$ cat src/common/bsl_pkg.sv
// Constants and types shared by the bridge limit and status registers.
// Operation
// - Indicator nibble reads constant 1, ignores writes
// - Writable 4-bit window top, resets to zero
// - Limit address bits 11:0 compare as ones
// - Limit bits 31:16 come from upper register
// - 66 MHz capable bit reads fixed one
// - Fast back-to-back capable bit reads one
// - Parity line plus response enable sets flag
// - DEVSEL timing code reads fixed medium 01
// - Signalled target abort sets its flag
// - Received target abort sets its flag
// - Received master abort sets its flag
// - System fault line sampled low sets flag
// - Detected parity error always sets flag
package bsl_pkg;

  // Register byte offsets
  localparam logic [7:0] OFF_LIM_STAT = 8'h1C;
  localparam logic [7:0] OFF_CTRL = 8'h40;
  localparam logic [7:0] OFF_LIM_UP = 8'h44;
  localparam logic [7:0] OFF_INT_STAT = 8'h48;
  localparam logic [7:0] OFF_INT_MASK = 8'h4C;

  // Field positions in the limit and status word
  localparam int IND_LSB = 8;
  localparam int TOP_LSB = 12;
  localparam int BIT_66 = 21;
  localparam int BIT_FB2B = 23;
  localparam int BIT_DPE = 24;
  localparam int DEVSEL_LSB = 25;
  localparam int BIT_STA = 27;
  localparam int BIT_RTA = 28;
  localparam int BIT_RMA = 29;
  localparam int BIT_RSE = 30;
  localparam int BIT_DTPE = 31;

  // Field positions in the control register
  localparam int CTRL_PRESP = 6;

  // Fixed and reset values
  localparam logic [3:0] IND_VAL = 4'h1;
  localparam logic [3:0] TOP_RESET = 4'h0;
  localparam logic [15:0] LIM_UP_RESET = 16'h0000;
  localparam logic [11:0] LOW_ONES = 12'hFFF;
  localparam logic [1:0] DEVSEL_MEDIUM = 2'h1;
  localparam logic CAP_66 = 1'b1;
  localparam logic CAP_FB2B = 1'b1;

  // Event flag indices
  localparam int NUM_EVT = 6;
  localparam int EV_DPE = 0;
  localparam int EV_STA = 1;
  localparam int EV_RTA = 2;
  localparam int EV_RMA = 3;
  localparam int EV_RSE = 4;
  localparam int EV_DTPE = 5;

  // Bus phase of the register slave
  typedef enum logic [1:0] {
    ST_IDLE = 2'b01,
    ST_ACCESS = 2'b10
  } bsl_apb_st_t;

endpackage

$ cat src/core/bsl_flags.sv
// Sticky event flags with write-one-to-clear, set winning over clear.
`timescale 1ns/1ns
`default_nettype none
module bsl_flags #(
  parameter int N = 6
) (
  input wire logic i_clk,
  input wire logic i_resetn,
  input wire logic [N-1:0] i_set,
  input wire logic [N-1:0] i_clr,
  output logic [N-1:0] o_flag
);

  // One flop per flag
  genvar g;
  generate
    for (g = 0; g < N; g++) begin : gen_flag
      // A set in the clearing cycle is kept
      always_ff @(posedge i_clk) begin
        if (!i_resetn) begin
          o_flag[g] <= 1'b0;
        end else if (i_set[g]) begin
          o_flag[g] <= 1'b1;
        end else if (i_clr[g]) begin
          o_flag[g] <= 1'b0;
        end
      end
    end
  endgenerate

endmodule
`default_nettype wire

$ cat src/core/bsl_irq.sv
// Interrupt status (clear on read), mask and level request output.
`timescale 1ns/1ns
`default_nettype none
module bsl_irq #(
  parameter int N = 6
) (
  input wire logic i_clk,
  input wire logic i_resetn,
  input wire logic [N-1:0] i_evt,
  input wire logic [N-1:0] i_rd_clr,
  input wire logic i_mask_we,
  input wire logic [N-1:0] i_mask_wdata,
  output logic [N-1:0] o_stat,
  output logic [N-1:0] o_mask,
  output logic o_irq
);

  // Sticky status; only bits already seen by the read are cleared
  always_ff @(posedge i_clk) begin
    if (!i_resetn) begin
      o_stat <= '0;
    end else begin
      o_stat <= (o_stat & ~i_rd_clr) | i_evt;
    end
  end

  // Mask register, one enables the source
  always_ff @(posedge i_clk) begin
    if (!i_resetn) begin
      o_mask <= '0;
    end else if (i_mask_we) begin
      o_mask <= i_mask_wdata;
    end
  end

  // Level request from flops only
  assign o_irq = |(o_stat & o_mask);

endmodule
`default_nettype wire

$ cat src/core/bsl_regs.sv
// I/O window top and downstream bus condition registers behind APB.
`timescale 1ns/1ns
`default_nettype none
module bsl_regs #(
  parameter int ADDR_W = 8
) (
  // Clock and synchronous reset
  input wire logic I_REF_CLK,
  input wire logic I_RESETN,
  // APB slave port
  input wire logic I_PSEL,
  input wire logic I_PENABLE,
  input wire logic I_PWRITE,
  input wire logic [ADDR_W-1:0] I_PADDR,
  input wire logic [31:0] I_PWDATA,
  input wire logic [3:0] I_PSTRB,
  output logic O_PREADY,
  output logic [31:0] O_PRDATA,
  output logic O_PSLVERR,
  // Downstream bus event inputs
  input wire logic I_DOWNSTREAM_PARITY_FAULT_LINE_N,
  input wire logic I_DOWNSTREAM_SYSTEM_FAULT_LINE_N,
  input wire logic I_TARGET_ABORT_SIGNALLED,
  input wire logic I_TARGET_ABORT_RECEIVED,
  input wire logic I_MASTER_ABORT_RECEIVED,
  input wire logic I_PARITY_ERROR_DETECTED,
  // I/O window compare
  input wire logic [31:0] I_IO_ADDR,
  output logic [31:0] O_IO_LIMIT_ADDR,
  output logic O_IO_AT_OR_BELOW_LIMIT,
  // Parity response enable as seen by the bus side
  output logic O_PARITY_RESPONSE_EN,
  // Interrupt request, level
  output logic O_IRQ
);

  // Decode of one register offset, used by read and write paths
  function automatic logic reg_hit(
    input logic [ADDR_W-1:0] addr,
    input logic [7:0] off
  );
    // Word compare at full width; byte lane bits are ignored
    reg_hit = ({addr[ADDR_W-1:2], 2'b00} == ADDR_W'(off));
  endfunction

  // Any mapped register
  function automatic logic reg_mapped(
    input logic [ADDR_W-1:0] addr
  );
    reg_mapped = reg_hit(addr, bsl_pkg::OFF_LIM_STAT) ||
                 reg_hit(addr, bsl_pkg::OFF_CTRL) ||
                 reg_hit(addr, bsl_pkg::OFF_LIM_UP) ||
                 reg_hit(addr, bsl_pkg::OFF_INT_STAT) ||
                 reg_hit(addr, bsl_pkg::OFF_INT_MASK);
  endfunction

  // Bus phase
  bsl_pkg::bsl_apb_st_t state;
  bsl_pkg::bsl_apb_st_t next_state;

  // Request latched at setup
  logic [ADDR_W-1:0] req_addr;
  // Read data snapshot taken at setup
  logic [31:0] rd_snap;
  // Combinational read mux output
  logic [31:0] rd_mux;
  // Access completes this edge
  logic acc_done;
  // Write and read strobes at the completing edge
  logic wr_go;
  logic rd_go;

  // Window top field and upper limit half
  logic [3:0] io_top;
  logic [15:0] io_lim_up;
  // Parity response enable
  logic presp_en;

  // Event sources and sticky flags
  logic [bsl_pkg::NUM_EVT-1:0] evt;
  logic [bsl_pkg::NUM_EVT-1:0] flag_clr;
  logic [bsl_pkg::NUM_EVT-1:0] flag;
  // Interrupt side
  logic [bsl_pkg::NUM_EVT-1:0] int_stat;
  logic [bsl_pkg::NUM_EVT-1:0] int_mask;
  logic [bsl_pkg::NUM_EVT-1:0] int_rd_clr;
  logic int_mask_we;

  // Assembled status halfword
  logic [15:0] stat_half;
  // Byte-lane write data of the status halfword
  logic [15:0] stat_w1c;

  // Phase tracking: setup moves to access, access ends next edge
  always_comb begin
    next_state = state;
    case (state)
      bsl_pkg::ST_IDLE: begin
        // Setup cycle seen
        if (I_PSEL && !I_PENABLE) begin
          next_state = bsl_pkg::ST_ACCESS;
        end
      end
      bsl_pkg::ST_ACCESS: begin
        // Zero wait state, always done here
        next_state = bsl_pkg::ST_IDLE;
      end
      default: begin
        // Recover from an illegal code
        next_state = bsl_pkg::ST_IDLE;
      end
    endcase
  end

  // Phase register
  always_ff @(posedge I_REF_CLK) begin
    if (!I_RESETN) begin
      state <= bsl_pkg::ST_IDLE;
    end else begin
      state <= next_state;
    end
  end

  // Ready is high through the access cycle only
  assign O_PREADY = (state == bsl_pkg::ST_ACCESS);
  // Completion needs the master still in access
  assign acc_done = O_PREADY && I_PSEL && I_PENABLE;
  assign wr_go = acc_done && I_PWRITE;
  assign rd_go = acc_done && !I_PWRITE;

  // Unmapped address answers with an error alongside ready
  assign O_PSLVERR = O_PREADY && !reg_mapped(req_addr);

  // Address captured at setup for the error answer
  always_ff @(posedge I_REF_CLK) begin
    if (!I_RESETN) begin
      req_addr <= '0;
    end else if (state == bsl_pkg::ST_IDLE && I_PSEL && !I_PENABLE) begin
      req_addr <= I_PADDR;
    end
  end

  // Status halfword layout; reserved bits are tied low
  always_comb begin
    stat_half = 16'h0000;
    stat_half[bsl_pkg::BIT_66 - 16] = bsl_pkg::CAP_66;
    stat_half[bsl_pkg::BIT_FB2B - 16] = bsl_pkg::CAP_FB2B;
    stat_half[bsl_pkg::BIT_DPE - 16] = flag[bsl_pkg::EV_DPE];
    stat_half[bsl_pkg::DEVSEL_LSB - 16 +: 2] =
      bsl_pkg::DEVSEL_MEDIUM;
    stat_half[bsl_pkg::BIT_STA - 16] = flag[bsl_pkg::EV_STA];
    stat_half[bsl_pkg::BIT_RTA - 16] = flag[bsl_pkg::EV_RTA];
    stat_half[bsl_pkg::BIT_RMA - 16] = flag[bsl_pkg::EV_RMA];
    stat_half[bsl_pkg::BIT_RSE - 16] = flag[bsl_pkg::EV_RSE];
    stat_half[bsl_pkg::BIT_DTPE - 16] = flag[bsl_pkg::EV_DTPE];
  end

  // Read mux; unmapped reads return zero
  always_comb begin
    rd_mux = 32'h0000_0000;
    if (reg_hit(I_PADDR, bsl_pkg::OFF_LIM_STAT)) begin
      // Low byte belongs to the base register, not held here
      rd_mux[bsl_pkg::IND_LSB +: 4] = bsl_pkg::IND_VAL;
      rd_mux[bsl_pkg::TOP_LSB +: 4] = io_top;
      rd_mux[31:16] = stat_half;
    end else if (reg_hit(I_PADDR, bsl_pkg::OFF_CTRL)) begin
      rd_mux[bsl_pkg::CTRL_PRESP] = presp_en;
    end else if (reg_hit(I_PADDR, bsl_pkg::OFF_LIM_UP)) begin
      rd_mux[15:0] = io_lim_up;
    end else if (reg_hit(I_PADDR, bsl_pkg::OFF_INT_STAT)) begin
      rd_mux[bsl_pkg::NUM_EVT-1:0] = int_stat;
    end else if (reg_hit(I_PADDR, bsl_pkg::OFF_INT_MASK)) begin
      rd_mux[bsl_pkg::NUM_EVT-1:0] = int_mask;
    end
  end

  // Read data from a flop, taken at setup so it is steady in access
  always_ff @(posedge I_REF_CLK) begin
    if (!I_RESETN) begin
      rd_snap <= 32'h0000_0000;
    end else if (state == bsl_pkg::ST_IDLE && I_PSEL && !I_PENABLE) begin
      rd_snap <= rd_mux;
    end
  end
  assign O_PRDATA = rd_snap;

  // Window top field, byte lane 1; indicator nibble is not stored
  always_ff @(posedge I_REF_CLK) begin
    if (!I_RESETN) begin
      io_top <= bsl_pkg::TOP_RESET;
    end else if (wr_go && I_PSTRB[1] &&
                 reg_hit(req_addr, bsl_pkg::OFF_LIM_STAT)) begin
      io_top <= I_PWDATA[bsl_pkg::TOP_LSB +: 4];
    end
  end

  // Upper half of the limit, lanes 0 and 1
  always_ff @(posedge I_REF_CLK) begin
    if (!I_RESETN) begin
      io_lim_up <= bsl_pkg::LIM_UP_RESET;
    end else if (wr_go && reg_hit(req_addr, bsl_pkg::OFF_LIM_UP)) begin
      if (I_PSTRB[0]) begin
        io_lim_up[7:0] <= I_PWDATA[7:0];
      end
      if (I_PSTRB[1]) begin
        io_lim_up[15:8] <= I_PWDATA[15:8];
      end
    end
  end

  // Parity response enable, lane 0
  always_ff @(posedge I_REF_CLK) begin
    if (!I_RESETN) begin
      presp_en <= 1'b0;
    end else if (wr_go && I_PSTRB[0] &&
                 reg_hit(req_addr, bsl_pkg::OFF_CTRL)) begin
      presp_en <= I_PWDATA[bsl_pkg::CTRL_PRESP];
    end
  end
  assign O_PARITY_RESPONSE_EN = presp_en;

  // Full limit address; low bits read as ones for the compare
  assign O_IO_LIMIT_ADDR = {io_lim_up, io_top, bsl_pkg::LOW_ONES};

  // Registered compare keeps the data output on a flop
  always_ff @(posedge I_REF_CLK) begin
    if (!I_RESETN) begin
      O_IO_AT_OR_BELOW_LIMIT <= 1'b0;
    end else begin
      O_IO_AT_OR_BELOW_LIMIT <= (I_IO_ADDR <= O_IO_LIMIT_ADDR);
    end
  end

  // Event sources; the two fault lines are active low, all taken as synchronous
  always_comb begin
    evt = '0;
    // Parity line counts only with response enabled
    evt[bsl_pkg::EV_DPE] =
      !I_DOWNSTREAM_PARITY_FAULT_LINE_N && presp_en;
    evt[bsl_pkg::EV_STA] = I_TARGET_ABORT_SIGNALLED;
    evt[bsl_pkg::EV_RTA] = I_TARGET_ABORT_RECEIVED;
    evt[bsl_pkg::EV_RMA] = I_MASTER_ABORT_RECEIVED;
    evt[bsl_pkg::EV_RSE] = !I_DOWNSTREAM_SYSTEM_FAULT_LINE_N;
    // No enable gate here by design
    evt[bsl_pkg::EV_DTPE] = I_PARITY_ERROR_DETECTED;
  end

  // Write-one-to-clear data, honouring byte lanes 2 and 3
  always_comb begin
    stat_w1c = 16'h0000;
    if (wr_go && reg_hit(req_addr, bsl_pkg::OFF_LIM_STAT)) begin
      if (I_PSTRB[2]) begin
        stat_w1c[7:0] = I_PWDATA[23:16];
      end
      if (I_PSTRB[3]) begin
        stat_w1c[15:8] = I_PWDATA[31:24];
      end
    end
  end

  // Map cleared bit positions onto flag indices
  always_comb begin
    flag_clr = '0;
    flag_clr[bsl_pkg::EV_DPE] = stat_w1c[bsl_pkg::BIT_DPE - 16];
    flag_clr[bsl_pkg::EV_STA] = stat_w1c[bsl_pkg::BIT_STA - 16];
    flag_clr[bsl_pkg::EV_RTA] = stat_w1c[bsl_pkg::BIT_RTA - 16];
    flag_clr[bsl_pkg::EV_RMA] = stat_w1c[bsl_pkg::BIT_RMA - 16];
    flag_clr[bsl_pkg::EV_RSE] = stat_w1c[bsl_pkg::BIT_RSE - 16];
    flag_clr[bsl_pkg::EV_DTPE] = stat_w1c[bsl_pkg::BIT_DTPE - 16];
  end

  // Sticky flags of the status halfword
  bsl_flags #(
    .N(bsl_pkg::NUM_EVT)
  ) u_flags (
    .i_clk(I_REF_CLK),
    .i_resetn(I_RESETN),
    .i_set(evt),
    .i_clr(flag_clr),
    .o_flag(flag)
  );

  // Read clear covers only what the snapshot showed, so an event
  // landing between setup and access is not lost
  always_comb begin
    int_rd_clr = '0;
    if (rd_go && reg_hit(req_addr, bsl_pkg::OFF_INT_STAT)) begin
      int_rd_clr = rd_snap[bsl_pkg::NUM_EVT-1:0];
    end
  end

  // Mask write on lane 0
  assign int_mask_we = wr_go && I_PSTRB[0] &&
                       reg_hit(req_addr, bsl_pkg::OFF_INT_MASK);

  // Interrupt status, mask and request
  bsl_irq #(
    .N(bsl_pkg::NUM_EVT)
  ) u_irq (
    .i_clk(I_REF_CLK),
    .i_resetn(I_RESETN),
    .i_evt(evt),
    .i_rd_clr(int_rd_clr),
    .i_mask_we(int_mask_we),
    .i_mask_wdata(I_PWDATA[bsl_pkg::NUM_EVT-1:0]),
    .o_stat(int_stat),
    .o_mask(int_mask),
    .o_irq(O_IRQ)
  );

endmodule
`default_nettype wire

$ cat config.mk
export PLATFORM = sky130hd
export DESIGN_NAME = bsl_regs
export DESIGN_NICKNAME = d
export VERILOG_FILES = /design/src/common/bsl_pkg.sv /design/src/core/bsl_flags.sv /design/src/core/bsl_irq.sv /design/src/core/bsl_regs.sv
export SDC_FILE = /design/constraint.sdc
export NUM_CORES = 1
export LEC_CHECK = 0
export BUFFER_PORTS_ARGS = -buffer_cell sky130_fd_sc_hd__clkbuf_2
export CAP_MARGIN = 20
export CORE_MARGIN = 1
export CORE_UTILIZATION = 30
export CTS_BUF_LIST = sky130_fd_sc_hd__clkbuf_8
export DETAILED_ROUTE_END_ITERATION = 8
export PLACE_DENSITY = 0.58
export SETUP_SLACK_MARGIN = 0.3
export SLEW_MARGIN = 20
export SYNTH_ARGS = -nofsm -noshare
export SYNTH_HDL_FRONTEND = slang
export SYNTH_SLANG_ARGS = --single-unit
$ cat constraint.sdc
create_clock -name I_REF_CLK -period 1.9 [get_ports I_REF_CLK]
set_clock_uncertainty 0.05 [all_clocks]
set_input_delay 0.285 -clock I_REF_CLK [delete_from_list [all_inputs] [get_ports I_REF_CLK]]
set_output_delay 0.285 -clock I_REF_CLK [all_outputs]
set_load 0.1 [all_outputs]
==> reports/qor.csv <==
stage,metric,value,unit
outcome,status,"finished, final reports clean",
clocking,CTS max path bufs,2,
synth,Ys Warns,0,
clocking,Clock Tree Root,clkbuf_8,
critical_path,capturing point of the worst reg2reg path,io_lim_up[14],
global_routing,met1 usage,20.0,%
critical_path,crit path DAT,1.44,ns
critical_path,"Req. time, crit path",1.56,ns
global_routing,largest net degree at the start of global routing,33,
cells_and_area,most frequent cells in the layout,"115 x clkbuf_2, 52 x nand2_1, 40 x dfxtp_1",
sta,final count of pins violating max slew,0,
sta,crit share post-route,93.4,%
clocking,CTS tree,yes,
sta,FMAX,564,MHz
sta,final setup fails,0,
global_routing,first-pass GRT wire length,16400,um
synth,sequential fraction of the synthesis area,38.6,%
global_routing,M3 GR Usage,4.55,%
pwr,Lkg Pwr,2.16,nW
sta,Worst-Margin Slew,0.566,ns
routing,initial DRC count,98,
routing,DRC errors left,0,
clocking,worst skew pair latency,0.36,ns
global_routing,vias in the first global route,3319,
floorplanning,DIE AREA,12700,sq um
cells_and_area,"most common cell after layout, fill and taps aside",clkbuf_2,
critical_path,CP Max Fanout,3,
place,detailed placement HPWL,7890,um
place,PortBufs,123,
critical_path,Crit. End Element,output pin,
synth,Most used DFF post-synth,dfxtp_1,
floorplanning,Die Y,113,um
routing,vias per cell,4.81,
hold_path,Hold Crit Start,I_DOWNSTREAM_SYSTEM_FAULT_LINE_N,
sta,unrepaired setup endpoints after global routing,yes,
critical_path,r2r setup slk,0.17,ns
place,DP Area,4610,sq um
routing,wire length per cell,14.3,um
global_routing,gr busiest metal,met2,
job,Max-Cap Viols,0,
cells_and_area,final cell utilization of the core,42.9,%
cells_and_area,fin area,5160,sq um
synth,Avg Inst Size Synth,8.83,sq um
hold_path,hold crit path type,in2reg,
hold_path,Hold EP,u_flags.o_flag[4],
routing,routed wire length,10100,um
sta,final hold viol count,0,
cells_and_area,Layout Nets,661,
sta,worst hold margin,0.0765,ns
cells_and_area,Multi-input gate area,2230,sq um
global_routing,global router's overall resource usage,16.7,%
sta,minimum clock period,1.77,ns
cells_and_area,Fill cells,1209,
routing,Routed Antenna Nets,0,
pwr,Worst VDD drop,0.292,mV
routing,Pre-antenna DRT Iters,6,
critical_path,r2r worst-path depth,7,
cells_and_area,register area,1520,sq um
floorplanning,Die Span X,113,um
critical_path,CP Class,reg2out,
cells_and_area,area grow syn2layout,40.0,%
synth,Syn Inst Count,417,
synth,"Cell Area, Synth",3680,sq um
sta,Slew headroom,62.4,%
clocking,number of CTS-inserted buffers,9,
floorplanning,initial core utilization,30.7,%
synth,synth unique cells,45,
global_routing,antenna violations before repair,0,
synth,Post-synth EDFFs,0,
global_routing,grt ovf,0,
place,Placer Congestion,0.807,
clocking,Clock Sinks,71,
global_routing,met2 Use GR,27.9,%
synth,ys async rst share,0,%
cells_and_area,layout cell share with drive strength beyond 1,44.7,%
floorplanning,core outline area,12000,sq um
hold_path,hold path cells,2,
critical_path,Worst R2R Start,req_addr[7],
synth,"flops & latches, synth",71,
floorplanning,I/O pin cnt,156,
routing,vias,3397,
clocking,H-tree level count,3,
pwr,cell area power density,696,nW/um^2
clocking,Worst-path clk slew,0.08,ns
critical_path,CP Launch Type,register,
pwr,Total Power,3.59,mW
floorplanning,Placement Rows,40,
cells_and_area,n_diodes,0,
-- routing by layer --
| metal | wire length, um | up-vias |
|---|---|---|
| met5 | 0 | - |
| met4 | 216 | 0 |
| met3 | 740 | 16 |
| met2 | 4780 | 118 |
| met1 | 4360 | 1568 |
| li1 | - | 1695 |
-- how the worst max path moves through the flow --
stage | from | to
6_report | req_addr[4] | O_PSLVERR
5_1_grt | req_addr[4] | O_PSLVERR
4_1_cts | req_addr[4] | O_PSLVERR
3_5_place_dp | I_PADDR[4] | O_PRDATA[12]
3_3_place_gp | I_PADDR[4] | O_PRDATA[13]
2_1_floorplan | state[1] | O_PSLVERR
-- stage by stage --
stage | worst slack, ns | TNS (ns) | std cells
6_report | 0.126 | 0 | 706
3_3_place_gp | 0.106 | 0 | 678
3_5_place_dp | 0.0527 | 0 | 678
4_1_cts | 0.0904 | 0 | 706
2_1_floorplan | -0.242 | -0.242 | 434
5_1_grt | 0.0423 | 0 | 706
-- Yosys cell counts, types with 2 or more instances --
cell	count	share of area, %
nor2_1	24	2.4
nor2b_2	5	1.2
conb_1	2	0.20
nand2_1	53	5.4
nor3b_1	6	1.2
ha_1	20	6.8
mux2i_1	21	5.7
a22oi_2	4	1.4
nand2b_1	7	1.2
nand4_1	5	0.85
nand3_1	14	1.9
nor2b_1	20	3.4
a211oi_1	2	0.41
o311ai_0	6	1.4
o21ai_0	10	1.4
and2_1	2	0.34
nand4b_1	2	0.48
buf_2	3	0.41
clkbuf_1	13	1.3
inv_1	22	2.2
nor3_1	5	0.68
a21boi_0	20	4.1
buf_4	23	4.7
dfxtp_1	71	39
a21oi_1	20	2.7
and4b_1	2	0.54
a221oi_1	5	1.2
o21a_1	5	1.0
a22oi_1	9	1.8
-- registers in the layout (all words and copies together) (netlist names) --
| register | count |
|---|---|
| O_IO_AT_OR_BELOW_LIMIT | 1 |
| O_PARITY_RESPONSE_EN | 1 |
| O_PRDATA | 23 |
| io_lim_up | 16 |
| io_top | 4 |
| req_addr | 6 |
| state | 2 |
| u_flags.o_flag | 6 |
| u_irq.o_mask | 6 |
| u_irq.o_stat | 6 |
-- where the power goes --
part	leakage, nW	internal (mW)	switching (mW)
Combinational	1.44	0.165	0.399
Sequential	0.597	1.49	0.0246
Clock	0.123	0.914	0.596
Total	2.16	2.57	1.02
-- cells by family (layout without fill, tap and decap cells) --
family | after synthesis | in the layout | share of synthesized area, %
DFF | 71 | 71 | 38.6
AOI/OAI and AO/OA | 86 | 86 | 16.7
muxes | 21 | 21 | 5.71
buffers and inverters | 61 | 186 | 8.66
and+or+nand+nor | 156 | 156 | 23.4
adders and majority gates | 20 | 20 | 6.79
other | 2 | 19 | 0.204
-- area by class of cell --
class	count	area share, %
clock buffers	10	2.67
clock inverters	6	2.23
inverters	22	1.60
multi-input cells	302	43.2
flip-flops and latches	71	29.4
well taps	147	3.57
repair buffers	148	17.3
-- worst max-delay path: stages, from the launching register on --
cell and delay [ns]:
dfxtp_1 0.40, nand4b_1 0.12, nor3_1 0.20, buf_4 0.17
nor3b_4 0.05, buf_12 0.16
-- what timing repair did --
| action | in CTS | in global routing |
|---|---|---|
| hold buffers | 0 | 0 |
| pin swaps | 22 | 4 |
| gates resized for setup | 44 | 15 |
| setup buffers | 12 | 0 |
| endpoints found under the setup margin | 43 | 51 |
| hold endpoints to repair | 0 | 0 |
No activity file was read; power rests on OpenSTA's default activity.
